==> src/processor_status_consts.svh <==
`ifndef PROCESSOR_STATUS_CONSTS_SVH
`define PROCESSOR_STATUS_CONSTS_SVH

// Register numbers.
`define PS_BOOT_STATUS 8'h03
`define PS_SECURITY_CONFIG 8'h05
`define PS_RING_OSC_CONTROL 8'h06
`define PS_RING_OSC_TILE_CELL 8'h07
`define PS_RING_OSC_TILE_WIRE 8'h08
`define PS_RING_OSC_PERIPH_CELL 8'h09
`define PS_RING_OSC_PERIPH_WIRE 8'h0a
`define PS_RAM_SIZE 8'h0c
`define PS_DEBUG_SAVED_STATUS 8'h10
`define PS_DEBUG_SAVED_PC 8'h11
`define PS_DEBUG_SAVED_SP 8'h12
`define PS_DEBUG_READ_THREAD_SEL 8'h13
`define PS_DEBUG_READ_REG_SEL 8'h14

// Boot status field positions.
`define BOOT_PROC_NUM_LSB 16
`define BOOT_OVERRIDE_BIT 8
`define BOOT_CORE1_OFF_BIT 5
`define BOOT_SKIP_OTP_POLL_BIT 4
`define BOOT_FROM_RAM_BIT 3
`define BOOT_FROM_JTAG_BIT 2

// Security configuration fields.
`define SEC_WRITE_LOCK_BIT 31
`define SEC_GLOBAL_DEBUG_OFF_BIT 14
`define SEC_OTP_LOCK_ALL_BIT 12
`define SEC_OTP_SECTOR_LOCK_LSB 8
`define SEC_OTP_REDUNDANCY_BIT 7
`define SEC_BOOT_FROM_OTP_BIT 5
`define SEC_JTAG_CFG_OFF_BIT 4
`define SEC_JTAG_TAP_OFF_BIT 0
`define SEC_WRITABLE_MASK 32'h8000_5fb1

// Ring oscillator control fields and reset.
`define ROSC_CORE_EN_BIT 1
`define ROSC_PERIPH_EN_BIT 0
`define ROSC_CONTROL_RESET 2'h0
`define ROSC_STOP_SETTLE_CYCLES 10

// Saved status snapshot: writable bits and the read-only issue mode bit.
`define SSR_DEBUG_WRITABLE_MASK 32'h0000_06df
`define SSR_ISSUE_MODE_BIT 8

// Debug register read operand widths.
`define DGR_THREAD_MASK 32'h0000_00ff
`define DGR_REG_MASK 32'h0000_001f

`endif

==> src/processor_status_pkg.sv <==
package processor_status_pkg;
    typedef logic [31:0] ps_word_t;
    typedef logic [7:0] ps_reg_num_t;
    typedef logic [15:0] rosc_count_t;
    typedef logic [31:0] ram_size_t;
endpackage

==> src/processor_status_regs.sv <==
`timescale 1ns/100ps
`include "processor_status_consts.svh"

module processor_status_regs (
    // Clock and reset.
    input wire logic sys_clk,
    input wire logic rst,
    // Processor-status instruction port.
    input wire logic ps_write,
    input wire logic ps_read,
    input wire processor_status_pkg::ps_reg_num_t ps_addr,
    input wire processor_status_pkg::ps_word_t ps_wdata,
    input wire logic debug_mode,
    output processor_status_pkg::ps_word_t ps_rdata,
    output logic ps_rvalid,
    output logic ps_write_refused,
    // Boot straps and tile information.
    input wire logic [7:0] processor_number,
    input wire logic boot_override,
    input wire logic core1_powered_off,
    input wire logic skip_otp_poll,
    input wire logic boot_from_ram,
    input wire logic boot_from_jtag,
    input wire logic [1:0] boot_pll_mode_pins,
    input wire processor_status_pkg::ram_size_t ram_size_bytes,
    // OTP security word load.
    input wire logic otp_security_load,
    input wire processor_status_pkg::ps_word_t otp_security_word,
    // Debugger entry snapshot and the live dual-issue flag.
    input wire logic debug_entry,
    input wire processor_status_pkg::ps_word_t saved_status_word,
    input wire processor_status_pkg::ps_word_t saved_program_counter,
    input wire processor_status_pkg::ps_word_t saved_stack_pointer,
    input wire logic current_dual_issue_flag,
    // Ring oscillator counts, each counter in its own oscillator domain.
    input wire processor_status_pkg::rosc_count_t rosc_count_in [4],
    // Security controls and oscillator enables.
    output logic global_debug_disable,
    output logic jtag_tap_disable,
    output logic otp_lock_all,
    output logic [3:0] otp_sector_lock,
    output logic otp_redundancy_enable,
    output logic boot_from_otp,
    output logic jtag_config_disable,
    output logic rosc_core_enable,
    output logic rosc_periph_enable,
    // Debug register read operands.
    output logic [7:0] debug_thread_reg_read_thread,
    output logic [4:0] debug_thread_reg_read_reg
);
    import processor_status_pkg::*;

    ps_word_t security_config;
    logic [1:0] ring_osc_control;
    ps_word_t debug_saved_status;
    ps_word_t debug_saved_pc;
    ps_word_t debug_saved_sp;
    logic [7:0] debug_read_thread_sel;
    logic [4:0] debug_read_reg_sel;
    rosc_count_t rosc_meta [4];
    rosc_count_t rosc_sync [4];
    ps_word_t next_rdata;
    logic dbg_wr;
    logic sec_wr;

    assign dbg_wr = ps_write && debug_mode;
    assign sec_wr = ps_write && (ps_addr == `PS_SECURITY_CONFIG);

    // Security word: OTP load always wins; software writes only while unlocked.
    always_ff @(posedge sys_clk) begin
        if (rst) begin
            security_config <= 32'h0000_0000;
        end else if (otp_security_load) begin
            security_config <= otp_security_word & `SEC_WRITABLE_MASK;
        end else if (sec_wr && !security_config[`SEC_WRITE_LOCK_BIT]) begin
            security_config <= ps_wdata & `SEC_WRITABLE_MASK;
        end
    end

    always_ff @(posedge sys_clk) begin
        if (rst) begin
            ps_write_refused <= 1'b0;
        end else begin
            ps_write_refused <= sec_wr && security_config[`SEC_WRITE_LOCK_BIT];
        end
    end

    always_ff @(posedge sys_clk) begin
        if (rst) begin
            global_debug_disable <= 1'b0;
            jtag_tap_disable <= 1'b0;
            otp_lock_all <= 1'b0;
            otp_sector_lock <= 4'h0;
            otp_redundancy_enable <= 1'b0;
            boot_from_otp <= 1'b0;
            jtag_config_disable <= 1'b0;
        end else begin
            global_debug_disable <= security_config[`SEC_GLOBAL_DEBUG_OFF_BIT];
            jtag_tap_disable <= security_config[`SEC_JTAG_TAP_OFF_BIT];
            otp_lock_all <= security_config[`SEC_OTP_LOCK_ALL_BIT];
            otp_sector_lock <= security_config[`SEC_OTP_SECTOR_LOCK_LSB +: 4];
            otp_redundancy_enable <= security_config[`SEC_OTP_REDUNDANCY_BIT];
            boot_from_otp <= security_config[`SEC_BOOT_FROM_OTP_BIT];
            jtag_config_disable <= security_config[`SEC_JTAG_CFG_OFF_BIT];
        end
    end

    always_ff @(posedge sys_clk) begin
        if (rst) begin
            ring_osc_control <= `ROSC_CONTROL_RESET;
        end else if (ps_write && ps_addr == `PS_RING_OSC_CONTROL) begin
            ring_osc_control <= ps_wdata[1:0];
        end
    end

    always_ff @(posedge sys_clk) begin
        if (rst) begin
            rosc_core_enable <= 1'b0;
            rosc_periph_enable <= 1'b0;
        end else begin
            rosc_core_enable <= ring_osc_control[`ROSC_CORE_EN_BIT];
            rosc_periph_enable <= ring_osc_control[`ROSC_PERIPH_EN_BIT];
        end
    end

    // The counts come from free-running oscillators, so a running count may be
    // caught mid-change; software waits for the settle time after stopping.
    // The synchronisers take no reset so the counts survive a system reset.
    generate
        for (genvar i = 0; i < 4; i++) begin : g_rosc
            always_ff @(posedge sys_clk) begin
                rosc_meta[i] <= rosc_count_in[i];
                rosc_sync[i] <= rosc_meta[i];
            end
        end
    endgenerate

    // Snapshot registers: debugger entry overrides a concurrent debug write.
    always_ff @(posedge sys_clk) begin
        if (rst) begin
            debug_saved_status <= 32'h0000_0000;
        end else if (debug_entry) begin
            debug_saved_status <= saved_status_word & `SSR_DEBUG_WRITABLE_MASK;
        end else if (dbg_wr && ps_addr == `PS_DEBUG_SAVED_STATUS) begin
            debug_saved_status <= ps_wdata & `SSR_DEBUG_WRITABLE_MASK;
        end
    end

    always_ff @(posedge sys_clk) begin
        if (rst) begin
            debug_saved_pc <= 32'h0000_0000;
            debug_saved_sp <= 32'h0000_0000;
        end else if (debug_entry) begin
            debug_saved_pc <= saved_program_counter;
            debug_saved_sp <= saved_stack_pointer;
        end else if (dbg_wr && ps_addr == `PS_DEBUG_SAVED_PC) begin
            debug_saved_pc <= ps_wdata;
        end else if (dbg_wr && ps_addr == `PS_DEBUG_SAVED_SP) begin
            debug_saved_sp <= ps_wdata;
        end
    end

    always_ff @(posedge sys_clk) begin
        if (rst) begin
            debug_read_thread_sel <= 8'h00;
            debug_read_reg_sel <= 5'h00;
        end else if (dbg_wr && ps_addr == `PS_DEBUG_READ_THREAD_SEL) begin
            debug_read_thread_sel <= ps_wdata[7:0];
        end else if (dbg_wr && ps_addr == `PS_DEBUG_READ_REG_SEL) begin
            debug_read_reg_sel <= ps_wdata[4:0];
        end
    end

    always_ff @(posedge sys_clk) begin
        if (rst) begin
            debug_thread_reg_read_thread <= 8'h00;
            debug_thread_reg_read_reg <= 5'h00;
        end else begin
            debug_thread_reg_read_thread <= debug_read_thread_sel;
            debug_thread_reg_read_reg <= debug_read_reg_sel;
        end
    end

    always_comb begin
        next_rdata = 32'h0000_0000;
        case (ps_addr)
            `PS_BOOT_STATUS: begin
                next_rdata[`BOOT_PROC_NUM_LSB +: 8] = processor_number;
                next_rdata[`BOOT_OVERRIDE_BIT] = boot_override;
                next_rdata[`BOOT_CORE1_OFF_BIT] = core1_powered_off;
                next_rdata[`BOOT_SKIP_OTP_POLL_BIT] = skip_otp_poll;
                next_rdata[`BOOT_FROM_RAM_BIT] = boot_from_ram;
                next_rdata[`BOOT_FROM_JTAG_BIT] = boot_from_jtag;
                next_rdata[1:0] = boot_pll_mode_pins;
            end
            `PS_SECURITY_CONFIG: next_rdata = security_config;
            `PS_RING_OSC_CONTROL: next_rdata[1:0] = ring_osc_control;
            `PS_RING_OSC_TILE_CELL: next_rdata[15:0] = rosc_sync[0];
            `PS_RING_OSC_TILE_WIRE: next_rdata[15:0] = rosc_sync[1];
            `PS_RING_OSC_PERIPH_CELL: next_rdata[15:0] = rosc_sync[2];
            `PS_RING_OSC_PERIPH_WIRE: next_rdata[15:0] = rosc_sync[3];
            `PS_RAM_SIZE: next_rdata = {ram_size_bytes[31:2], 2'b00};
            `PS_DEBUG_SAVED_STATUS: begin
                next_rdata = debug_saved_status;
                next_rdata[`SSR_ISSUE_MODE_BIT] = current_dual_issue_flag;
            end
            `PS_DEBUG_SAVED_PC: next_rdata = debug_saved_pc;
            `PS_DEBUG_SAVED_SP: next_rdata = debug_saved_sp;
            `PS_DEBUG_READ_THREAD_SEL: next_rdata[7:0] = debug_read_thread_sel;
            `PS_DEBUG_READ_REG_SEL: next_rdata[4:0] = debug_read_reg_sel;
            default: next_rdata = 32'h0000_0000;
        endcase
    end

    always_ff @(posedge sys_clk) begin
        if (rst) begin
            ps_rdata <= 32'h0000_0000;
            ps_rvalid <= 1'b0;
        end else begin
            ps_rvalid <= ps_read;
            if (ps_read) begin
                ps_rdata <= next_rdata;
            end
        end
    end
endmodule

==> config.mk <==
export PLATFORM = sky130hd
export DESIGN_NAME = processor_status_regs
export DESIGN_NICKNAME = d
export VERILOG_FILES = /design/src/processor_status_pkg.sv /design/src/processor_status_regs.sv
export VERILOG_INCLUDE_DIRS = /design/src /design/src/src
export SDC_FILE = /design/constraint.sdc
export NUM_CORES = 1
export LEC_CHECK = 0
export BUFFER_PORTS_ARGS = -buffer_cell sky130_fd_sc_hd__buf_2
export CORE_ASPECT_RATIO = 1.75
export CORE_MARGIN = 2
export CORE_UTILIZATION = 50
export DETAILED_ROUTE_END_ITERATION = 6
export HOLD_SLACK_MARGIN = 0.03
export PLACE_DENSITY = 0.83
export SYNTH_ARGS = -nofsm -noshare
export SYNTH_HDL_FRONTEND = slang
export SYNTH_SLANG_ARGS = --single-unit
==> constraint.sdc <==
create_clock -name sys_clk -period 2.6 [get_ports sys_clk]
set_input_delay 0.52 -clock sys_clk [delete_from_list [all_inputs] [get_ports sys_clk]]
set_output_delay 0.52 -clock sys_clk [all_outputs]
set_load 0.03 [all_outputs]
# == Word level (Yosys, flattened, before mapping) ==
# Memories as Yosys holds them, arrays and structs flattened.
# Cells that the tools add are included.
# word_totals
ff_bits,158
latchBits,0
ramBits,128
rom_bits,0
input_bits,287
wordCells,72
mem_count,2
# mem_list
memory,words,width,read_ports,rd_clocked_by_memory_dff,wr,line,rtl
rosc_meta,4,16,4,0,4,processor_status_regs.sv:60,rosc_count_t rosc_meta [4];
rosc_sync,4,16,4,0,4,processor_status_regs.sv:61,rosc_count_t rosc_sync [4];
# classes
n_addsub,0
n_mul,0
div_mod_pow,0
order_cmp,0
eq_ne,14
shifts,0
n_mux,17
bitwise,1
reduce_logical,17
# op_table
operator,count
$mux 32,7
$pmux 8 s4,2
$pmux 7 s9,1
$eq 8x5->1 const B,5
$pmux 3 s12,1
$eq 8x4->1 const B,4
$eq 8x3->1 const B,3
$pmux 2 s12,1
$mux 11,2
$pmux 1 s10,2
$pmux 2 s10,1
$logic_and 1x1->1,10
$eq 8x2->1 const B,1
$reduce_bool 2->1,4
$reduce_and 2->1,2
$ne 2x2->1 const B,1
$logic_not 1->1,1
$not 1->1,1

# == Depth between registers and ports, before layout ==
# depth
word_depth,5
ltp_mapped,9

# == Worst setup path after synthesis ==
# No wires, ideal clock.
# synth_path
kind,input to register
startpoint,in ps_addr[4]
endpoint,reg ps_rdata[6]
setup_time_ns,0.074
t_arrival_ns,2.035
required_time_ns,2.526
setup_slack_ns,0.491
cell_stages,8
path_cell_list,buf_6 > or4_4 > buf_6 > nor2_8 > buf_6 > nand3_2 > a32o_1 > a31oi_1
# synth_between
elab_chain_cells,2
elab_cells_between_ends,11
cone_classes,10 x eq/ne; 1 x mux
# synth_rtl
item,line,rtl
start: declaration,processor_status_regs.sv:11,"input wire processor_status_pkg::ps_reg_num_t ps_addr,"
"$eq 8x5->1, or another cell as far along",processor_status_regs.sv:186,case (ps_addr)
$pmux 2 s10 (*),processor_status_regs.sv:186,
end signal: assignment,processor_status_regs.sv:222,ps_rdata <= next_rdata;
end: declaration,processor_status_regs.sv:14,"output processor_status_pkg::ps_word_t ps_rdata,"
# Mark *: on every way between the ends. The rest lies on a longest branch, timed or not.
# A chain may end at the register's enable or synchronous reset.

# == Final worst setup path ==
# layout_path
startpoint,in ps_addr[5]
endpoint,reg ps_rdata[14]
# layout_between
elab_chain_cells,2
elab_cells_between_ends,10
cone_classes,9 x eq/ne; 1 x mux
# layout_rtl
item,line
"$eq 8x5->1, or another cell as far along",processor_status_regs.sv:186
$pmux 7 s9 (*),processor_status_regs.sv:186
# Marks and branches as above.

==> run_results.csv <==
group,metric,value,unit
outcome,status,"complete, no violations",
synthesis,synth_area_per_cell,9.85,um2
synthesis,synth_most_common_cell,"dfxtp_1",
finish,top_regs,"rosc_meta (64), rosc_sync (64)",
power_and_ir_drop,comb_power_share,0.080,
power_and_ir_drop,p_int,0.00742,W
finish,nets,1660,
floorplanning,io_pins,346,
clocking,worstSkewPairLatency,530,ps
place,gp_congestion,0.966,
worst_setup_path,start_kind,"input port",
worst_hold_path,hold_class,"input port to flop",
global_route,grt_max_degree,87,
worst_setup_path,cp_slowest_cell,"or4_4",
synthesis,synthTopCellsByArea,"dfxtp_1, nand2_1, mux2i_1",
worst_setup_path,r2r_end,"ps_rdata[4]$_SDFFE_PP0P_",
worst_setup_path,path_cells,"buf_2 -> or4_4 -> nor3_4 -> buf_4 -> a32oi_1 -> o22ai_1 -> a2bb2oi_1",
timing,hold_viol,0,
drt,drc,0,
worst_setup_path,crit_fanout,12,
worst_setup_path,critical_path_class,"input port to flop",
job,maxCapViolations,0,
clocking,cts_resized,0,
synthesis,syn-num-nets,1363,
power_and_ir_drop,power_density,718,mW/mm2
synthesis,synthCells,1076,
floorplanning,initial_core_util,0.508,
synthesis,ys_seq_area_frac,0.540,
finish,area_growth_syn_to_layout,27.3,%
clocking,clkSinkCount,286,
clocking,ctsLongestPathBuffers,3,
drt,via_count,9724,
synthesis,syn_area,0.0106,mm2
synthesis,synth_commonest_cells,"dfxtp_1, nand2_1, nor2_1",
drt,met3_length,2910,um
power_and_ir_drop,p_sw,0.00226,W
place,place.port_buffers,299,
timing,slew_headroom,0.627,
power_and_ir_drop,peakVddDrop,820,uV
worst_hold_path,whs_path_depth,1,
worst_setup_path,slowest_delay,690,ps
clocking,root_buffer,"clkbuf_16",
power_and_ir_drop,netSwitchingFraction,0.233,
finish,drive_gt1_frac,0.318,
timing,fin_skew,12.0,ps
synthesis,synth_top_flop_cell,"dfxtp_1",
place,hpwlAfterDp,26900,um
clocking,cts_made_buffers,25,
worst_hold_path,min_from,"rosc_count_in[63]",
clocking,cts_tree,"yes",
worst_setup_path,startpoint,"ps_addr[5]",
drt,dr.max_layer_used,"met4",
power_and_ir_drop,power_leakage,6.03,nW
drt,wl_per_cell,22.0,um
timing,grt_setup_unrepaired,"false",
clocking,htree_num_levels,1,
drt,viasPerCell,5.91,
floorplanning,die_h,197,um
floorplanning,rows,70,
clocking,post_cts_buffers,0,
global_route,first_global_vias,9367,
finish,utilization,0.647,
worst_hold_path,holdPathEnd,"rosc_meta[0][15]$_DFF_P_",
clocking,clkTransAtPathRegs,80,ps
synthesis,synth_top_area_share,0.540,
global_route,grt_use_total,0.309,
worst_setup_path,reg2reg_setup_slack,1230,ps
drt,drtPass1Iterations,5,
floorplanning,fp.dieW,114,um
worst_setup_path,setup.worst_path.end_class,"flop",
power_and_ir_drop,p_clk_frac,0.438,
worst_setup_path,rr_startpoint,"debug_read_thread_sel[4]$_SDFFE_PP0N_",
timing,drv_slew,0,
timing,tightest_slew,559,ps
timing,finalSetupTns,0,ps
floorplanning,die_area,0.0224,mm2
worst_setup_path,worstPathArrival,2450,ps
global_route,grt_overflow,0,
global_route,grt_first_pass_wirelength,52800,um
timing,period_share,0.767,
drt,met2WireLength,18100,um
timing,finalCriticalPeriod,1990,ps
synthesis,yosysUniqueCellTypes,67,
timing,setup_viol,0,
drt,ant_nets,0,
drt,met1Wirelength,12500,um
synthesis,yosys_register_bits,286,
floorplanning,core_area,0.0208,mm2
clocking,cts-hold-fix-buffers,0,
global_route,antenna_found_initial,3,
synthesis,yosysTopAreaCell,"dfxtp_1",
synthesis,ys_warn_count,0,
synthesis,synth_edf_count,0,
power_and_ir_drop,p_seq_frac,0.483,
worst_setup_path,reg2regPathDepth,4,
timing,fmax,0.501,GHz
worst_setup_path,required,3060,ps
synthesis,ys_async_sr_fraction,0,
drt,drt-initial-drc-count,831,
drt,finalWirelength,36200,um
[cells by family (layout without fill, tap and decap cells)]
logic type | count (synthesis) | in the layout | synth area share
flip-flops | 286 | 286 | 0.540
other | 0 | 3 | 0
adder cells (fa/ha/maj) | 1 | 1 | 0.000945
AND/OR/NAND/NOR | 372 | 372 | 0.166
XOR/XNOR | 1 | 1 | 0.000827
buffers and inverters | 92 | 407 | 0.0378
AO/OA/AOI/OAI | 240 | 240 | 0.172
multiplexers | 84 | 84 | 0.0825
[critical path: cells and delay by family]
family                 cells  cell delay, ps
AOI/OAI and AO/OA          3             390
buffers and inverters      2             340
and+or+nand+nor            2            1190
[power by group through the flow]
stage / Combinational (W) / Sequential, W / Clock (W)
after floorplan: 0.000357 / 0.00475 / 0
after global routing: 0.000821 / 0.00469 / 0.00446
after CTS: 0.000758 / 0.00467 / 0.00427
after global placement: 0.000739 / 0.00476 / 0
after detailed placement: 0.000753 / 0.00477 / 0
final: 0.000770 / 0.00467 / 0.00424
[through the flow]
stage / hold WS (ps) / setup WS [ps] / instances / cell area, um2 / power (W)
detailed placement: 312 / 96.4 / 1598 / 12500 / 0.00552
finish: 85.7 / 605 / 1646 / 13500 / 0.00968
global placement: 311 / 142 / 1598 / 12500 / 0.00550
CTS: 76.2 / 645 / 1643 / 13500 / 0.00970
floorplan: 310 / 491 / 1076 / 10600 / 0.00511
global route: 72.9 / 503 / 1645 / 13500 / 0.00997
[cells in the final DEF, fill, tap and decap left out, drive strengths merged, types with 7 or more instances in the layout]
cell type and n:
nor2b 34, nand2b 7, nand3 16, buf 355, a21oi 41, inv 9, dfxtp 286, a311oi 37
o21ai 12, nand2 158, mux2i 57, mux2 27, a221oi 11, a22oi 38, a32oi 9, nor3 14
clkinv 7, clkbuf 26, a211oi 20, bufinv 7, a31oi 9, a22o 26, nor2 104, and3 9
[how the worst max path moves through the flow]
stage,slack (ps),end
global placement,140,ps_rdata[0]$_SDFFE_PP0P_
global route,500,ps_rdata[8]$_SDFFE_PP0P_
CTS,650,ps_rdata[14]$_SDFFE_PP0P_
detailed placement,100,ps_rdata[8]$_SDFFE_PP0P_
floorplan,490,ps_rdata[6]$_SDFFE_PP0P_
finish,610,ps_rdata[14]$_SDFFE_PP0P_
[layer usage]
metal  vias up  track usage
met5         -            0
met3       137       0.0498
met1      4531        0.344
met4         0        0.205
li1       4462            -
met2       594        0.535
[area by class of cell]
class                   instances  area (um2)
fillers                      1721        7360
flip-flops and latches        286        5730
multi-input cells             698        4470
repair buffers                355        1990
clock buffers                  26         639
well taps                     252         315
clock inverters                19         305
inverters                       7        27.5
diodes                          3        7.51
Note: power is estimated with default switching activity, not from simulation.
